==> config.mk <==
export PLATFORM = sky130hd
export DESIGN_NAME = pcr_power_control
export DESIGN_NICKNAME = d
export VERILOG_FILES = /design/src/rtl/pcr_pkg.sv /design/src/rtl/pcr_mode_if.sv /design/src/rtl/pcr_mode_ctl.sv /design/src/rtl/pcr_power_control.sv
export SDC_FILE = /design/constraint.sdc
export NUM_CORES = 1
export LEC_CHECK = 0
export BUFFER_PORTS_ARGS = -buffer_cell sky130_fd_sc_hd__buf_2
export CAP_MARGIN = 30
export CORE_MARGIN = 3
export CORE_UTILIZATION = 40
export DETAILED_ROUTE_END_ITERATION = 12
export HOLD_SLACK_MARGIN = 0.1
export PLACE_DENSITY = 0.74
export SLEW_MARGIN = 20
export SYNTH_ARGS = -nofsm -noshare
export SYNTH_HDL_FRONTEND = slang
export SYNTH_SLANG_ARGS = --single-unit
==> constraint.sdc <==
create_clock -name clk_sys -period 2.4 [get_ports clk_sys]
set_input_delay 0.24 -clock clk_sys [delete_from_list [all_inputs] [get_ports clk_sys]]
set_output_delay 0.24 -clock clk_sys [all_outputs]
set_load 0.02 [all_outputs]
==> src/rtl/pcr_pkg.sv <==
// Package of register map, field positions and reset values for the power control register
package pcr_pkg;
    localparam logic [7:0] PCR_ADDR = 8'h87;
    localparam logic [7:0] PCR_RESET_VAL = 8'h10;
    localparam logic [7:0] PCR_UNMAPPED_VAL = 8'h00;
    localparam int PCR_BIT_DOZE = 0;
    localparam int PCR_BIT_DEEP_SLEEP = 1;
    localparam int PCR_BIT_USER_ZERO = 2;
    localparam int PCR_BIT_USER_ONE = 3;
    localparam int PCR_BIT_POWER_LOSS = 4;
    localparam int PCR_BIT_RESERVED = 5;
    localparam int PCR_BIT_FE_VIEW_SEL = 6;
    localparam int PCR_BIT_BAUD_DOUBLER = 7;
    localparam logic [1:0] PCR_SERIAL_MODE_ZERO = 2'h0;
endpackage : pcr_pkg

==> src/rtl/pcr_mode_if.sv <==
// Interface carrying the mode and serial option bits from the register to the request logic
interface pcr_mode_if;
    logic doze_bit;
    logic deep_sleep_bit;
    logic baud_doubler;
    logic frame_error_view_select;

    modport src (
        output doze_bit,
        output deep_sleep_bit,
        output baud_doubler,
        output frame_error_view_select
    );

    modport ctl (
        input doze_bit,
        input deep_sleep_bit,
        input baud_doubler,
        input frame_error_view_select
    );
endinterface : pcr_mode_if

==> src/rtl/pcr_mode_ctl.sv <==
// Registered power mode requests and serial option steering derived from the register bits
module pcr_mode_ctl
    import pcr_pkg::*;
(
    // Clock and reset
    input wire logic clk_sys,
    input wire logic rst_n,
    // Register bits
    pcr_mode_if.ctl mode,
    // Serial port side
    input wire logic [1:0] serial_mode,
    input wire logic serial_mode_bit_zero,
    input wire logic framing_error_flag,
    output logic serial_top_bit_view,
    output logic baud_x2_en,
    // Clock control side
    output logic idle_req,
    output logic pd_req
);
    logic idle_next;
    logic pd_next;
    logic view_next;
    logic x2_next;
    logic idle_reg;
    logic pd_reg;
    logic view_reg;
    logic x2_reg;

    // Deep sleep wins so the clock logic never sees two requests at once; reset drops everything
    always_comb begin
        pd_next = 1'b0;
        idle_next = 1'b0;
        view_next = 1'b0;
        x2_next = 1'b0;
        if (rst_n) begin
            pd_next = mode.deep_sleep_bit;
            idle_next = mode.doze_bit && !mode.deep_sleep_bit;
            view_next = mode.frame_error_view_select ? framing_error_flag : serial_mode_bit_zero;
            x2_next = mode.baud_doubler && (serial_mode != PCR_SERIAL_MODE_ZERO);
        end
    end

    // Outputs come from flip-flops, one cycle behind the register
    always_ff @(posedge clk_sys) begin
        pd_reg <= pd_next;
        idle_reg <= idle_next;
        view_reg <= view_next;
        x2_reg <= x2_next;
    end

    assign pd_req = pd_reg;
    assign idle_req = idle_reg;
    assign serial_top_bit_view = view_reg;
    assign baud_x2_en = x2_reg;
endmodule : pcr_mode_ctl

==> src/rtl/pcr_power_control.sv <==
// Power control register with power-loss flag, mode bits, user flags and serial options
// Summary of operation
// - Supply rise sets the power-loss flag.
// - Warm reset leaves power-loss flag unchanged.
// - Software may set or clear power-loss flag.
// - Deep-sleep bit enters power-down; reset clears it.
// - Doze bit enters idle; interrupt/reset clear it.
// - User flags are plain software storage.
// - View select routes serial top bit.
// - Reserved bit reads indeterminate; never write one. Here it is never kept and reads as zero.
// - Reset pattern 00X1 0000, byte access only.
// - Power-down left only by reset or wake interrupt. Here a register write that clears the deep-sleep bit also ends it.
module pcr_power_control
    import pcr_pkg::*;
(
    // Clock and reset
    input wire logic clk_sys,
    input wire logic rst_n,
    // Supply rise marker, held while rst_n is low after switch-on
    input wire logic supply_rise,
    // Register port
    input wire logic [7:0] reg_addr,
    input wire logic [7:0] reg_wdata,
    input wire logic reg_wr,
    input wire logic reg_rd,
    output logic [7:0] reg_rdata,
    // Interrupt events
    input wire logic irq_taken,
    input wire logic ext_level_wake,
    // Serial port side
    input wire logic [1:0] serial_mode,
    input wire logic serial_mode_bit_zero,
    input wire logic framing_error_flag,
    output logic serial_top_bit_view,
    output logic baud_x2_en,
    // Clock control side
    output logic idle_req,
    output logic pd_req
);
    logic [7:0] power_control_reg;
    logic [7:0] power_control_next;
    logic [7:0] rdata_reg;
    logic [7:0] rdata_next;
    logic wr_hit;
    logic rd_hit;

    pcr_mode_if mode_bus ();

    // Whole-byte decode; the register is not bit addressable
    function automatic logic addr_hit(input logic [7:0] addr);
        return addr == PCR_ADDR;
    endfunction : addr_hit

    assign wr_hit = reg_wr && addr_hit(reg_addr);
    assign rd_hit = reg_rd && addr_hit(reg_addr);

    // Next register value: reset, hardware clears, then software write
    always_comb begin
        power_control_next = power_control_reg;
        if (!rst_n) begin
            // Every reset clears mode and option bits; the flag only changes on supply rise
            power_control_next = PCR_RESET_VAL;
            power_control_next[PCR_BIT_POWER_LOSS] = power_control_reg[PCR_BIT_POWER_LOSS] | supply_rise;
            power_control_next[PCR_BIT_DEEP_SLEEP] = 1'b0;
            power_control_next[PCR_BIT_DOZE] = 1'b0;
        end else begin
            // Hardware clears first so that a same-cycle software set wins
            if (irq_taken) begin
                power_control_next[PCR_BIT_DOZE] = 1'b0;
            end
            if (ext_level_wake) begin
                power_control_next[PCR_BIT_DEEP_SLEEP] = 1'b0;
            end
            if (wr_hit) begin
                power_control_next = reg_wdata;
                power_control_next[PCR_BIT_RESERVED] = 1'b0;
            end
        end
    end

    // Read data stand only in the cycle after the read strobe
    // Idle and unmapped cycles read as zero so a stray read never sees stale data
    always_comb begin
        rdata_next = PCR_UNMAPPED_VAL;
        if (rst_n && rd_hit) begin
            rdata_next = power_control_reg;
            rdata_next[PCR_BIT_RESERVED] = 1'b0;
        end
    end

    // Register stage; the flag is never forced by reset, only by supply rise
    // The synchronous reset lives in the next-value logic, so this stage only registers
    always_ff @(posedge clk_sys) begin
        power_control_reg <= power_control_next;
        rdata_reg <= rdata_next;
    end

    assign reg_rdata = rdata_reg;

    // Hand the bits to the request logic
    assign mode_bus.doze_bit = power_control_reg[PCR_BIT_DOZE];
    assign mode_bus.deep_sleep_bit = power_control_reg[PCR_BIT_DEEP_SLEEP];
    assign mode_bus.baud_doubler = power_control_reg[PCR_BIT_BAUD_DOUBLER];
    assign mode_bus.frame_error_view_select = power_control_reg[PCR_BIT_FE_VIEW_SEL];

    pcr_mode_ctl u_mode_ctl (
        .clk_sys(clk_sys),
        .rst_n(rst_n),
        .mode(mode_bus),
        .serial_mode(serial_mode),
        .serial_mode_bit_zero(serial_mode_bit_zero),
        .framing_error_flag(framing_error_flag),
        .serial_top_bit_view(serial_top_bit_view),
        .baud_x2_en(baud_x2_en),
        .idle_req(idle_req),
        .pd_req(pd_req)
    );
endmodule : pcr_power_control

==> impl_metrics.yaml, run 1 <==
worst_setup_path:
  crit_buf_inv: 1
  path_delay_family: "simple AND/OR/NAND/NOR gates"
  path_class: "in2reg"
  crit_required_ns: 2.41
  slowest_stage: "nor4b_4"
  cp_max_fo: 8
  arrival_ns: 1.02
  cp-start-kind: "primary input"
  path_cells: "buf_2 > nor4b_4 > nand3_4 > nand2_1"
  max_stage_delay_ns: 0.36
  cp-end-kind: "flip-flop"
final_layout:
  layout_commonest_cell: "buf_2"
  finalNonFillerCells: 121
  drive_above_1_share_pct: 41.9
  layout_common_cells: "36 x buf_2, 17 x dfxtp_1, 13 x nand2_1"
  utilization_pct: 57.6
  diodes: 0
  nFillCells: 157
  area_growth_pct: 33.0
  layout.nets: 133
clock_network:
  ctsHoldBuffers: 0
  cts-resized-gates: 0
  post-cts-setup-buffers: 0
  cts-root-buf: "clkbuf_4"
  clkSlewWorstSetupHoldPaths_ns: 0.10
  cts_buffers: 3
  clk_latency_ns: 0.28
  cts_buffer_depth: 2
  clkSinkCount: 18
  ctsHtreeMaxLevel: 1
  cts_tree: "yes"
timing:
  hold_violations: 0
  tns_ns: 0
  fmax_mhz: 991
  rsz0062_at_grt: "no"
  finalMaxSlewViolations: 0
  fin_crit_sh_pct: 42.0
  finClkSkew_ns: 0.000826
  setup_viol: 0
  post-route-min-period_ns: 1.01
  setup_ws_ns: 1.39
synthesis:
  synth_area_sq_um: 668
  postSynthCellCount: 68
  avgSynthCellArea_sq_um: 9.83
  yosys_warnings: 0
  synth_seq_cells: 18
  synth_nets: 95
  synth.distinct_cells: 20
  ys_seq_area_share_pct: 55.4
routing:
  routedWlPerCell_microns: 9.49
  first_iter_violations: 11
  vias: 522
  drt_wl_total_microns: 1150
  ant_nets: 0
  viasPerCell: 4.31
  drc: 0
  drt_pass1_iterations: 4
place:
  place_hpwl_microns: 937
  dpl.cell_count: 117
  port_buffers: 36
  gp_congestion: 0.692
  place_ws_ns: 1.07
power:
  power_mw: 0.521
  peakVddDrop_v: 0.000343
  leakagePower_nw: 0.460
  power.density_nw_per_um2: 587
grt:
  antenna_found_initial: 0
  grt_max_degree: 18
  grt_usage_pct: 10.6
  grt_pass1_wl_microns: 1610
  globalRouteOverflowTotal: 0
  grt_pass1_vias: 404
floorplan:
  die_w_microns: 46.9
  core_sq_um: 1540
  die_y_microns: 46.9
  die_area_sq_um: 2200
  start_util_pct: 43.3
  io_pins: 39
  std_cell_rows: 14
run_status:
  status: "finished, final reports clean"
hold_path:
  hold_class: "in2reg"
flow_run:
  maxCapViolCount: 0
-- per-stage QoR --
stage | instance area [sq um] | hold slack, ns
5_1_grt | 888 | 0.146
3_3_place_gp | 852 | 0.389
6_report | 888 | 0.154
4_1_cts | 888 | 0.147
3_5_place_dp | 852 | 0.401
2_1_floorplan | 668 | 0.356
-- cells in the mapped netlist (all sizes together) --
cell    count  share of area, %
and2        1              0.94
and4        1               1.5
and4b       1               1.5
buf         2               1.9
clkbuf      1              0.56
conb        1              0.56
dfxtp      17                51
edfxtp      1               4.5
inv         6               3.4
mux2i       7                10
nand2      13               7.3
nand2b      1              0.94
nand3       1               2.6
nand4       1              0.94
nor2       10               5.6
nor2b       1              0.94
nor4b       1               3.6
o22ai       1              0.94
or2         1              0.94
-- kinds of logic after synthesis --
group / synth area share (%)
muxes: 10.5
AOI/OAI and AO/OA: 0.937
other: 0.561
DFF: 55.4
buffers and inverters: 5.80
and+or+nand+nor: 26.8
-- worst register-to-register path, cell delays in order (launching register included) --
cell and delay [ns]:
dfxtp_1 0.34, nand2_1 0.06, or2_2 0.27, mux2i_1 0.13
-- final timing paths --
path	startpoint	slack (ns)	depth (start not counted)	to
min reg2reg	power_control_reg[1]	0.42	1	u_mode_ctl.idle_req
max reg2reg	power_control_reg[0]	1.53	3	power_control_reg[0]
min	serial_mode[0]	0.15	3	u_mode_ctl.baud_x2_en
max	reg_addr[5]	1.39	4	power_control_reg[4]
-- area by class of cell --
cell class	count	area (sq um)	area share (%)
Sequential cell	18	370	41.7
Multi-Input combinational cell	41	259	29.2
Timing Repair Buffer	36	180	20.3
Clock buffer	4	36.3	4.08
Inverter	6	22.5	2.54
Tap cell	16	20.0	2.25
-- power by group --
group | leakage [nW] | internal, mW | switching, mW
clock | 0.0210 | 0.0923 | 0.0869
combinational | 0.292 | 0.0205 | 0.0174
sequential | 0.147 | 0.303 | 0.000794
-- per-layer routing --
layer / GRT usage [%] / share of wire (%) / up-vias
li1: - / - / 289
met1: 12.6 / 41 / 213
met2: 16.5 / 51 / 20
met3: 3.45 / 7.1 / 0
met4: 6.63 / 0 / 0
met5: 0 / 0 / -
Power figures use the tool's default switching activity.
==> run 2: changes to the inputs <==
- CORE_UTILIZATION: 40 -> 37
- PLACE_DENSITY: 0.74 -> 0.72
- clock period: 2.4 -> 0.9 ns (I/O delays scaled with it)
==> run 2 against run 1 <==
Effect of this change: critical endpoint is now reg_rdata[4]; critical path type is now reg2out; largest power group unchanged; clock power grew 130%; highest routed layer is now met4; global-route usage grew 3.2 points; power grew to 2.6 times the previous value.
==> impl_metrics.yaml, run 2 (synthesis results as in run 1) <==
clock_network:
  cts-root-buf: "clkbuf_4"
  cts_buffer_depth: 2
  clkSlewWorstSetupHoldPaths_ns: 0.10
  ctsHoldBuffers: 12
  clkSinkCount: 18
  ctsHtreeMaxLevel: 1
  clk_latency_ns: 0.29
  cts_tree: "yes"
  cts_buffers: 3
power:
  leakagePower_nw: 0.542
  peakVddDrop_v: 0.000762
  power.density_nw_per_um2: 1280
timing:
  setup_ws_ns: 0.0400
  tns_ns: 0
  setup_viol: 0
  fmax_mhz: 1160
  finalMaxSlewViolations: 0
  finClkSkew_ns: 0.00687
  fin_crit_sh_pct: 95.6
  hold_violations: 0
  post-route-min-period_ns: 0.860
  rsz0062_at_grt: "yes"
worst_setup_path:
  r2r_start: "power_control_reg[0]"
  crit_buf_inv: 1
  path_cells: "buf_2"
  worstSetupStartpoint: "reg_rdata[4]"
  max_stage_delay_ns: 0.33
  cp_num_cells: 1
  r2r-end: "power_control_reg[0]"
  reg2reg_slack_ns: 0.05
  cp_max_fo: 1
  worstRegToRegCells: 3
  path_delay_family: "flip-flops"
  cp-end-kind: "primary output"
  crit_required_ns: 0.81
  cp-start-kind: "flip-flop"
  path_class: "reg2out"
  crit_end: "reg_rdata[4]"
  slowest_stage: "dfxtp_1"
  arrival_ns: 0.77
final_layout:
  nFillCells: 118
  diodes: 0
  layout.nets: 153
  utilization_pct: 67.3
  register_area_sq_um: 372
  area_growth_pct: 60.5
  drive_above_1_share_pct: 42.4
  layout_commonest_cell: "buf_2"
  finalNonFillerCells: 149
  layout_common_cells: "36 x buf_2, 16 x dfxtp_1, 12 x nand2_1, 12 x dlygate4sd3_1, 10 x nor2_1"
  multiInputGateArea_sq_um: 262
floorplan:
  die_y_microns: 48.5
  start_util_pct: 41.9
  die_w_microns: 48.5
  die_area_sq_um: 2350
  core_sq_um: 1590
  io_pins: 39
  std_cell_rows: 14
grt:
  grt_max_degree: 11
  grt_usage_pct: 13.8
  grt_pass1_vias: 617
  antenna_found_initial: 0
  globalRouteOverflowTotal: 0
  grt_pass1_wl_microns: 2560
routing:
  vias: 636
  viasPerCell: 4.27
  drc: 0
  ant_nets: 0
  routedWlPerCell_microns: 9.82
  drt_pass1_iterations: 5
  first_iter_violations: 3
  drt_wl_total_microns: 1460
place:
  place_ws_ns: -0.206
  dpl.cell_count: 132
  place_hpwl_microns: 1060
  gp_congestion: 0.693
  port_buffers: 36
run_status:
  status: "finished, final reports clean"
flow_run:
  maxCapViolCount: 0
hold_path:
  hold_class: "in2reg"
run 2: changes by cell type in the layout (fill, tap and decap cells not counted), sizes merged:
cell         delta
buf             +8
dlygate4sd3    +12
run 2: worst min-delay path: stages:
cell and delay, ns:
buf_2 0.07, or2_2 0.09, mux2i_1 0.05
run 2: area by class of cell:
type	count	share of cell area (%)
inverters	6	2.10
clock buffers	4	2.45
flip-flops and latches	18	34.7
well taps	24	2.80
repair buffers	56	33.6
multi-input cells	41	24.4
run 2: worst min path at each step:
| stage | to | cells after the start | from | slack [ns] |
|---|---|---|---|---|
| 5_1_grt | power_control_reg[0] | 3 | irq_taken | 0.06 |
| 3_3_place_gp | u_mode_ctl.baud_x2_en | 3 | serial_mode[0] | 0.30 |
| 3_5_place_dp | u_mode_ctl.baud_x2_en | 3 | serial_mode[0] | 0.30 |
| 4_1_cts | power_control_reg[0] | 3 | irq_taken | 0.05 |
| 6_report | power_control_reg[0] | 3 | irq_taken | 0.05 |
| 2_1_floorplan | u_mode_ctl.baud_x2_en | 2 | serial_mode[0] | 0.21 |
run 2: routing by layer:
layer | vias to the layer above | track usage [%] | wire length, microns
li1 | 329 | - | -
met1 | 280 | 15.1 | 606
met2 | 19 | 23.6 | 743
met3 | 8 | 2.45 | 56
met4 | 0 | 10.4 | 57
met5 | - | 0 | 0
run 2: stage by stage:
stage          hold slack [ns]  instance area, sq um  power [mW]
6_report                0.0479                  1070        1.37
5_1_grt                 0.0599                  1070        1.43
4_1_cts                 0.0478                  1060        1.39
3_5_place_dp             0.305                   915       0.942
3_3_place_gp             0.298                   915       0.940
2_1_floorplan            0.206                   668       0.875
run 2: power breakdown:
group | switching [mW] | internal, mW | total, mW
combinational | 0.0564 | 0.0972 | 0.154
sequential | 0.00216 | 0.809 | 0.811
clock | 0.234 | 0.172 | 0.406
run 2: timing repair:
item,4_1_cts,5_1_grt
hold endpoints to repair,9,1
buffers inserted,0,1
gates resized for setup,0,2
endpoints found under the setup margin,0,2
==> run 3: changes to the inputs <==
--- a/config.mk
+++ b/config.mk
@@ -8,5 +8,5 @@
 export BUFFER_PORTS_ARGS = -buffer_cell sky130_fd_sc_hd__buf_2
 export CAP_MARGIN = 30
-export CORE_MARGIN = 3
+export CORE_MARGIN = 1.5
 export CORE_UTILIZATION = 37
 export DETAILED_ROUTE_END_ITERATION = 12
==> constraint.sdc (replaced) <==
create_clock -name clk_sys -period 0.9 [get_ports clk_sys]
set_input_delay 0.045 -clock clk_sys [delete_from_list [all_inputs] [get_ports clk_sys]]
set_output_delay 0.045 -clock clk_sys [all_outputs]
set_load 0.02 [all_outputs]
==> run 3 against run 2 <==
Effect of this change: utilization is 5.7 points lower; maximum frequency is 1.1% higher; critical path depth is 3 higher; die area is 12% lower; final cell count is 2.7% lower; final area is 2.0% lower; critical path type is now in2reg; critical endpoint is now power_control_reg[0]; largest power group unchanged.
==> impl_metrics.yaml, run 3 (synthesis results as in run 1) <==
run_status:
  status: "finished, final reports clean"
worst_setup_path:
  arrival_ns: 1.07
  path_class: "in2reg"
  crit_buf_inv: 2
  cp_max_fo: 1
  max_stage_delay_ns: 0.53
  path_delay_family: "buffers and inverters"
  path_cells: "dlygate4sd3_1 > buf_2 > or2_2 > mux2i_1"
  slowest_stage: "dlygate4sd3_1"
  cp-start-kind: "primary input"
  reg2reg_slack_ns: 0.06
  cp-end-kind: "flip-flop"
  crit_required_ns: 1.12
timing:
  finalMaxSlewViolations: 0
  post-route-min-period_ns: 0.851
  hold_violations: 0
  fin_crit_sh_pct: 94.5
  tns_ns: 0
  rsz0062_at_grt: "no"
  setup_viol: 0
  finClkSkew_ns: 0.00227
  fmax_mhz: 1180
grt:
  grt_max_degree: 12
  grt_pass1_wl_microns: 2270
  grt_pass1_vias: 549
  globalRouteOverflowTotal: 0
  antenna_found_initial: 0
  grt_usage_pct: 15.4
routing:
  viasPerCell: 4.16
  first_iter_violations: 9
  routedWlPerCell_microns: 9.90
  drc: 0
  drt_pass1_iterations: 4
  ant_nets: 0
  drt_wl_total_microns: 1440
  vias: 603
floorplan:
  die_y_microns: 45.5
  std_cell_rows: 15
  die_area_sq_um: 2070
  io_pins: 39
  die_w_microns: 45.5
  core_sq_um: 1710
  start_util_pct: 39.1
place:
  dpl.cell_count: 129
  port_buffers: 36
  gp_congestion: 0.705
  place_hpwl_microns: 1010
clock_network:
  cts_buffer_depth: 2
  clkSlewWorstSetupHoldPaths_ns: 0.10
  clk_latency_ns: 0.29
  cts-root-buf: "clkbuf_4"
  cts_buffers: 3
  ctsHtreeMaxLevel: 1
  cts_tree: "yes"
  clkSinkCount: 18
final_layout:
  finalNonFillerCells: 145
  layout.nets: 148
  diodes: 0
  layout_common_cells: "35 x buf_2, 16 x dfxtp_1, 13 x dlygate4sd3_1"
  area_growth_pct: 57.3
  layout_commonest_cell: "buf_2"
  drive_above_1_share_pct: 40.0
power:
  internal-power_mw: 1.15
  switching_share_pct: 20.6
  power_frac_clock_pct: 33.5
  leakagePower_nw: 0.524
  power.density_nw_per_um2: 1380
  peakVddDrop_v: 0.000742
  combinationalPowerShare_pct: 10.4
  seqPwrFrac_pct: 56.1
  switchingPower_mw: 0.299
hold_path:
  hold_class: "in2reg"
flow_run:
  maxCapViolCount: 0
## run 3: cell count changes in the layout (fill, tap and decap cells not counted), sizes merged
cell	delta
dlygate4sd3	+1
buf	-6
## run 3: repair_timing
action,4_1_cts,5_1_grt
endpoints found under the hold margin,9,0
setup endpoints to repair,0,6
hold buffers,13,0
gates resized for setup,0,2
buffers inserted,0,0
## run 3: per-stage QoR
step / setup slack, ns / util, % / hold slack, ns / area, sq um / power [mW]
finish: 0.0491 / 61.5 / 0.0902 / 1050 / 1.45
global route: 0.000160 / 61.5 / 0.112 / 1050 / 1.49
global placement: -0.121 / 51.9 / 0.253 / 886 / 0.936
detailed placement: -0.155 / 51.9 / 0.254 / 886 / 0.937
CTS: 0.0345 / 61.6 / 0.101 / 1050 / 1.46
floorplan: -0.0415 / - / 0.161 / 668 / 0.875
## run 3: power by group through the flow
stage	Sequential [mW]	Clock (mW)	Combinational (mW)
after detailed placement	0.830	0	0.107
after CTS	0.812	0.494	0.151
after global routing	0.812	0.514	0.166
final	0.812	0.485	0.150
after floorplan	0.833	0	0.0420
after global placement	0.830	0	0.106
## run 3: worst paths after layout
path,start,to,depth (start not counted)
min reg2reg,power_control_reg[1],u_mode_ctl.idle_req,1
max reg2reg,power_control_reg[4],power_control_reg[4],2
min,rst_n,u_mode_ctl.idle_req,3
max,irq_taken,power_control_reg[0],4
## run 3: metal layers
| layer | routed length [microns] | vias up | part of all wire [%] | GRT usage, % |
|---|---|---|---|---|
| li1 | - | 317 | - | - |
| met1 | 590 | 267 | 41 | 18.7 |
| met2 | 780 | 17 | 54 | 25.9 |
| met3 | 50 | 2 | 3.5 | 1.19 |
| met4 | 14 | 0 | 0.98 | 10.0 |
| met5 | 0 | - | 0 | 0 |
## run 3: tightest hold or removal path: stages
cell and delay [ns]:
buf_2 0.17, nand2_2 0.09, nor2_1 0.03
## run 3: area by class of cell
cell class | count | area [sq um]
multi-input cells | 41 | 262
well taps | 25 | 31.3
fillers | 151 | 657
flip-flops and latches | 18 | 372
repair buffers | 51 | 328
clock buffers | 4 | 36.3
inverters | 6 | 22.5
